--- config.mk ---
export PLATFORM = sky130hd
export DESIGN_NAME = krc_ctrl
export DESIGN_NICKNAME = d
export VERILOG_FILES = /design/src/krc_pkg.sv /design/src/krc_sync3.sv /design/src/krc_ctrl.sv
export SDC_FILE = /design/constraint.sdc
export NUM_CORES = 1
export LEC_CHECK = 0
export BUFFER_PORTS_ARGS = -buffer_cell sky130_fd_sc_hd__buf_2
export CAP_MARGIN = 20
export CORE_MARGIN = 10
export CORE_UTILIZATION = 60
export CTS_BUF_LIST = sky130_fd_sc_hd__clkbuf_8
export DETAILED_ROUTE_END_ITERATION = 8
export PLACE_DENSITY_LB_ADDON = 0.1
export SYNTH_ARGS = -nofsm -noshare
export SYNTH_HDL_FRONTEND = slang
export SYNTH_SLANG_ARGS = --single-unit
--- constraint.sdc ---
create_clock -name clk -period 5.3 [get_ports clk]
set_input_delay 0.265 -clock clk [delete_from_list [all_inputs] [get_ports clk]]
set_output_delay 0.265 -clock clk [all_outputs]
set_load 0.01 [all_outputs]
--- src/krc_pkg.sv ---
// Shared constants and types for the knock response controller
package krc_pkg;
    localparam int KRC_W = 12;
    localparam logic [11:0] KRC_IDLE = 12'h000;
    localparam logic [1:0] KRC_MODE_MEAS = 2'h0;
    localparam logic [1:0] KRC_MODE_DIAG = 2'h1;
    localparam logic [1:0] KRC_MODE_KNOCK = 2'h2;
    localparam logic [1:0] KRC_MODE_NONE = 2'h3;
    localparam int KRC_GAIN_FRAC = 4;
    localparam int KRC_SYNC_PULSES = 2;

    typedef struct packed {
        logic [11:0] retard_thr;
        logic [11:0] stop_thr;
        logic [7:0] gain;
        logic [11:0] ramp;
        logic [11:0] ceiling;
    } krc_cfg_s;

    typedef struct packed {
        logic shed;
        logic stop;
        logic knock;
        logic [11:0] retard;
    } krc_out_s;

    typedef enum logic [3:0] {
        KRC_ST_IDLE = 4'b0001,
        KRC_ST_SYNC = 4'b0010,
        KRC_ST_RUN = 4'b0100,
        KRC_ST_DIAG = 4'b1000
    } krc_state_e;
endpackage : krc_pkg

--- src/krc_sync3.sv ---
// Three-stage input synchroniser with agreement filter
`timescale 1ns/10ps
module krc_sync3 (
    // Clock and reset
    input wire logic clk,
    input wire logic rst,
    // Pin side
    input wire logic din,
    // Clocked side
    output logic dout
);
    logic s1_q;
    logic s2_q;
    logic s3_q;

    always_ff @(posedge clk or posedge rst) begin
        if (rst) begin
            s1_q <= 1'b0;
            s2_q <= 1'b0;
            s3_q <= 1'b0;
        end else begin
            s1_q <= din;
            s2_q <= s1_q;
            s3_q <= s2_q;
        end
    end

    // Only change once stages two and three agree
    always_ff @(posedge clk or posedge rst) begin
        if (rst) begin
            dout <= 1'b0;
        end else if (s2_q == s3_q) begin
            dout <= s3_q;
        end
    end
endmodule : krc_sync3

--- src/krc_ctrl.sv ---
// Knock response decision logic: retard, load shed, stop, modes, indicators
`timescale 1ns/10ps

// Summary of operation
// - One retard command feeds both current-loop and voltage analog outputs together.
// - Retard stays idle until intensity exceeds retard threshold, then rises.
// - Retard increase is scaled by the host retard gain.
// - Without knock, retard falls toward idle by the release ramp step.
// - Retard command is clamped at the configured ceiling.
// - Load shed asserts when retard sits at ceiling and knock persists.
// - Load shed drops as soon as knocking stops.
// - Stop output asserts when intensity exceeds independent stop threshold.
// - Host selects one of measurement, diagnostics or knock detection modes.
// - Diagnostics mode drives outputs from host test values, no analysis.
// - Knock detection acts only after sync to ignition reference pulses.
// - Each binary output state is mirrored on its own indicator.
// - Knock detection mode flags sensor signals judged faulty.
// - Measurement mode only reports sensor data, acts on no threshold.
// - Below minimum speed in knock detection mode flag low-speed error and keep control inactive.
// - Host command clears stored peak knock intensity.
module krc_ctrl #(
    parameter int W = 12
) (
    // Clock and reset
    input wire logic clk,
    input wire logic rst,
    // Host configuration
    input wire logic [1:0] mode,
    input wire krc_pkg::krc_cfg_s cfg,
    input wire krc_pkg::krc_out_s diag_val,
    input wire logic peak_clr,
    input wire logic bad_sensor_en,
    // Sensor analysis side
    input wire logic [W-1:0] intensity,
    input wire logic intensity_vld,
    input wire logic sensor_fault,
    input wire logic speed_low,
    // Ignition reference pin
    input wire logic ign_pulse,
    // Outputs to ignition controller and master control
    output logic [W-1:0] retard_current,
    output logic [W-1:0] retard_voltage,
    output logic knock_out,
    output logic shed_out,
    output logic stop_out,
    // Indicators and status
    output logic led_knock,
    output logic led_shed,
    output logic led_stop,
    output logic err_low_speed,
    output logic err_bad_sensor,
    output logic synced,
    output logic [W-1:0] peak_value,
    output logic [W-1:0] meas_value
);
    import krc_pkg::*;

    krc_state_e state_q;
    krc_state_e state_d;
    logic ign_s;
    logic ign_prev_q;
    logic ign_rise;
    logic [1:0] pulse_cnt_q;
    logic [W-1:0] retard_q;
    logic knock_q;
    logic shed_q;
    logic stop_q;
    logic [W+7:0] step;
    logic [W+8:0] sum;
    logic above_retard;
    logic above_stop;

    // Ignition pulse crosses in from a pin
    krc_sync3 u_ign_sync (
        .clk(clk),
        .rst(rst),
        .din(ign_pulse),
        .dout(ign_s)
    );

    assign ign_rise = ign_s & ~ign_prev_q;

    always_ff @(posedge clk or posedge rst) begin
        if (rst) begin
            ign_prev_q <= 1'b0;
        end else begin
            ign_prev_q <= ign_s;
        end
    end

    // Mode state machine
    always_comb begin
        state_d = state_q;
        unique case (state_q)
            KRC_ST_IDLE: begin
                if (mode == KRC_MODE_DIAG) begin
                    state_d = KRC_ST_DIAG;
                end else if (mode == KRC_MODE_KNOCK) begin
                    state_d = KRC_ST_SYNC;
                end
            end
            KRC_ST_SYNC: begin
                if (mode != KRC_MODE_KNOCK) begin
                    state_d = KRC_ST_IDLE;
                end else if (ign_rise && pulse_cnt_q == 2'(KRC_SYNC_PULSES - 1)) begin
                    state_d = KRC_ST_RUN;
                end
            end
            KRC_ST_RUN: begin
                if (mode != KRC_MODE_KNOCK) begin
                    state_d = KRC_ST_IDLE;
                end
            end
            KRC_ST_DIAG: begin
                if (mode != KRC_MODE_DIAG) begin
                    state_d = KRC_ST_IDLE;
                end
            end
            default: state_d = KRC_ST_IDLE;
        endcase
    end

    always_ff @(posedge clk or posedge rst) begin
        if (rst) begin
            state_q <= KRC_ST_IDLE;
        end else begin
            state_q <= state_d;
        end
    end

    // Count reference pulses while acquiring sync
    always_ff @(posedge clk or posedge rst) begin
        if (rst) begin
            pulse_cnt_q <= 2'h0;
        end else if (state_q != KRC_ST_SYNC) begin
            pulse_cnt_q <= 2'h0;
        end else if (ign_rise) begin
            pulse_cnt_q <= pulse_cnt_q + 2'h1;
        end
    end

    assign synced = (state_q == KRC_ST_RUN);

    // Independent thresholds
    assign above_retard = intensity > cfg.retard_thr;
    assign above_stop = intensity > cfg.stop_thr;

    // Gain in fixed point, low bits fractional
    assign step = (W + 8)'(((W + 8)'(intensity - cfg.retard_thr) * (W + 8)'(cfg.gain)) >> KRC_GAIN_FRAC);
    assign sum = (W + 9)'(retard_q) + (W + 9)'(step);

    // Retard command, evaluated once per engine-cycle result
    always_ff @(posedge clk or posedge rst) begin
        if (rst) begin
            retard_q <= KRC_IDLE;
        end else if (!synced || speed_low) begin
            retard_q <= KRC_IDLE;
        end else if (intensity_vld) begin
            if (above_retard) begin
                // Saturating add so a large gain cannot wrap past the clamp
                if (sum > (W + 9)'(cfg.ceiling)) begin
                    retard_q <= cfg.ceiling;
                end else begin
                    retard_q <= sum[W-1:0];
                end
            end else if (retard_q > cfg.ramp) begin
                retard_q <= retard_q - cfg.ramp;
            end else begin
                retard_q <= KRC_IDLE;
            end
        end
    end

    // Binary decisions
    always_ff @(posedge clk or posedge rst) begin
        if (rst) begin
            knock_q <= 1'b0;
            shed_q <= 1'b0;
            stop_q <= 1'b0;
        end else if (!synced || speed_low) begin
            knock_q <= 1'b0;
            shed_q <= 1'b0;
            stop_q <= 1'b0;
        end else if (intensity_vld) begin
            knock_q <= above_retard;
            // Shed only while knocking persists at the ceiling
            shed_q <= above_retard && (retard_q >= cfg.ceiling);
            stop_q <= above_stop;
        end
    end

    // Output drivers; diagnostics bypasses all analysis
    always_ff @(posedge clk or posedge rst) begin
        if (rst) begin
            retard_current <= KRC_IDLE;
            retard_voltage <= KRC_IDLE;
            knock_out <= 1'b0;
            shed_out <= 1'b0;
            stop_out <= 1'b0;
        end else if (state_q == KRC_ST_DIAG) begin
            retard_current <= diag_val.retard;
            retard_voltage <= diag_val.retard;
            knock_out <= diag_val.knock;
            shed_out <= diag_val.shed;
            stop_out <= diag_val.stop;
        end else begin
            retard_current <= retard_q;
            retard_voltage <= retard_q;
            knock_out <= knock_q;
            shed_out <= shed_q;
            stop_out <= stop_q;
        end
    end

    // Indicators track the outputs one for one
    assign led_knock = knock_out;
    assign led_shed = shed_out;
    assign led_stop = stop_out;

    // Error flags
    always_ff @(posedge clk or posedge rst) begin
        if (rst) begin
            err_low_speed <= 1'b0;
            err_bad_sensor <= 1'b0;
        end else begin
            err_low_speed <= (state_q == KRC_ST_RUN || state_q == KRC_ST_SYNC) && speed_low;
            err_bad_sensor <= synced && bad_sensor_en && sensor_fault;
        end
    end

    // Peak and measurement reporting; a new peak wins over a clear
    always_ff @(posedge clk or posedge rst) begin
        if (rst) begin
            peak_value <= KRC_IDLE;
            meas_value <= KRC_IDLE;
        end else begin
            if (intensity_vld && (state_q == KRC_ST_RUN || mode == KRC_MODE_MEAS)) begin
                meas_value <= intensity;
            end
            if (intensity_vld && (state_q == KRC_ST_RUN || mode == KRC_MODE_MEAS)
                && intensity > peak_value) begin
                peak_value <= intensity;
            end else if (peak_clr) begin
                peak_value <= KRC_IDLE;
            end
        end
    end
endmodule : krc_ctrl

==> flow_summary.json <==
{
  "status": "finished with violations",
  "violations": "setup timing",
  "die_w_microns": 144,
  "dp.final_hpwl_mm": 21.2,
  "synth_area_leaders": "dfrtp_1 (18%), fa_1 (18%), ha_1 (17%), inv_1 (7.5%), nand2_1 (3.4%)",
  "hold_viol": 0,
  "layout.cells.most_common_list": "buf_4 (181), inv_1 (179), buf_2 (145)",
  "clkLatencyLatePin_ns": 0.36,
  "synthDistinctLibCells": 75,
  "grt_use_total_pct": 24.8,
  "crit_path_start_kind": "primary input",
  "slowest_stage": "or4_4",
  "synthCells": 1015,
  "crit_path_start": "intensity[0]",
  "reg2reg_depth": 16,
  "first_global_vias": 8704,
  "place.gp.congestion": 0.936,
  "setup_tns_ns": -32.09,
  "hold_start": "ign_pulse",
  "htree_levels": 3,
  "vias": 8341,
  "grt_pass1_wl_mm": 41.5,
  "r2r_slack_ns": 1.17,
  "die_h_microns": 144,
  "worstPathArrival_ns": 8.26,
  "rr_startpoint": "retard_q[1]",
  "root_buffer": "clkbuf_8",
  "clkTransAtPathRegs_ns": 0.08,
  "first_iter_violations": 521,
  "cts_buffer_depth": 2,
  "place_worst_setup_slack_ns": -3.07,
  "synthToLayoutAreaGrowth_pct": 31.0,
  "drv_slew": 0,
  "ys_seq_area_share_pct": 18.2,
  "clock_sinks": 67,
  "cts_tree": "built",
  "synthArstFlopShare_pct": 100,
  "holdPathEnd": "u_ign_sync.s1_q",
  "finalWirelength_mm": 26.0,
  "fp.coreArea_sq_mm": 0.0151,
  "layout_worst_path_cycle_share_pct": 151,
  "path_class": "primary input to register",
  "synth_nets": 1314,
  "hold_depth": 1,
  "grt-ovfl-total": 0,
  "yosys.area.top_type": "dfrtp_1",
  "layout.cells.non_filler": 1524,
  "worst_clock_skew_ns": 0.00788,
  "drv_cap": 0,
  "hp-class": "primary input to register",
  "period_needed_ns": 8.03,
  "slowest_delay_ns": 0.57,
  "slew_headroom_pct": 34.4,
  "io_buffer_count": 149,
  "avgRoutedWirePerCell_microns": 17.1,
  "initial_core_util_pct": 60.8,
  "antenna_left": 0,
  "synth.avg_cell_area_sq_um": 9.08,
  "setup_viol": 12,
  "grt_max_degree": 68,
  "layout.nets": 1630,
  "rsz0062_at_grt": "true",
  "yosysTopAreaCellShare_pct": 17.9,
  "tightest_slew_ns": 0.979,
  "cts_buffers": 9,
  "antenna_cells": 0,
  "clock.fmax_ghz": 0.125,
  "die-area_sq_mm": 0.0207,
  "ys.flop_type": "dfrtp_1",
  "ys_ff_latch": 67,
  "cts-hold-fix-buffers": 0,
  "layout_setup_ws_ns": -2.73,
  "critPathMostFrequentCell": "fa_1",
  "r2r-end": "retard_q[9]",
  "synth-edff-count": 0,
  "num_rows": 45,
  "antenna_found_initial": 0,
  "drive_above_1_share_pct": 34.0,
  "final_common_cell": "buf_4",
  "synth_area_sq_mm": 0.00921,
  "worstSetupEndpointType": "register",
  "drc": 0,
  "pin_count": 150,
  "required_ns": 5.53,
  "dp.cells": 1481,
  "synth_warnings": 0,
  "dr.pass1.iters": 5,
  "vias_per_cell": 5.47,
  "crit_path_max_fanout": 5
}
## metal layers
metal | wire length, microns | track usage [%] | vias up
li1 | - | - | 4026
met1 | 10400 | 29.9 | 3977
met2 | 13200 | 43.3 | 267
met3 | 1750 | 5.81 | 71
met4 | 714 | 6.77 | 0
met5 | 0 | 0 | -
## worst max-delay path, delay by kind of cell
kind	cells	cell delay, ns
buf+inv	4	0.39
fa+ha+maj	9	3.32
xor+xnor	2	0.35
compound gates	14	2.64
simple gates	7	1.27
## Yosys cell counts (3+ instances only)
master / number
a21oi_1: 34
fa_1: 82
a221o_1: 10
o21ai_0: 42
or3_1: 3
inv_1: 185
o21ai_1: 4
and3_1: 4
o31ai_1: 3
a22o_1: 13
nand3_1: 12
and4_1: 3
nand2b_1: 10
ha_1: 124
o21a_1: 13
a211oi_1: 10
clkbuf_1: 15
nor2b_1: 19
a31oi_1: 3
xnor2_1: 30
a2111oi_0: 3
xor2_1: 12
nor2_1: 38
nor3_1: 8
dfrtp_1: 66
nand3b_1: 4
and2_1: 41
a211o_1: 3
a21o_1: 28
mux2_2: 24
buf_4: 15
nand2_1: 84
o211ai_1: 7
nand4_1: 11
## logic make-up (layout without fill, tap and decap cells)
family,after synthesis,in the layout,synth area share [%]
AOI/OAI and AO/OA,204,204,15.9
xor gates and xnor gates,43,43,4.17
adders and majority gates,207,207,34.8
buffers and inverters,216,535,9.49
DFF,67,67,18.2
muxes,27,27,3.40
and+or+nand+nor,251,253,14.0
## area by class of cell
type                    count  area (sq um)
multi-input cells         734          7030
fillers                  1036          3080
repair buffers            334          2190
flip-flops and latches     67          1680
inverters                 185           709
well taps                 188           235
clock buffers               9           124
clock inverters             7           101
## through the flow
stage / instance area, sq um / util, % / hold WS (ns)
6_report: 12100 / 79.7 / 0.0277
5_1_grt: 12100 / 79.7 / 0.000184
4_1_cts: 11900 / 78.3 / 0.0113
3_5_place_dp: 11400 / 75.3 / 0.345
3_3_place_gp: 11400 / 75.3 / 0.343
2_1_floorplan: 9400 / - / 0.296
## what timing repair did
item,CTS,global route
buffers inserted,14,11
pin swaps,50,48
gates resized for setup,26,29
gates cloned,1,1
setup endpoints to repair,12,12
## registers in the layout (all words and copies together), names as in the netlist, 2 cells and up
signal	flops
meas_value	12
peak_value	12
pulse_cnt_q	2
retard_q	12
retard_voltage	12
state_q	4
## worst max path at each step
stage,endpoint,slack (ns),cells after the start
floorplan,retard_q[0],-2.59,34
global placement,retard_q[4],-2.77,34
detailed placement,retard_q[0],-3.07,37
CTS,retard_q[0],-2.47,37
global route,retard_q[9],-3.00,36
finish,retard_q[9],-2.73,36
Power is left out: the tool's default activity adds up to more than one toggle a clock period on the data nets, which glitch-free logic cannot reach.
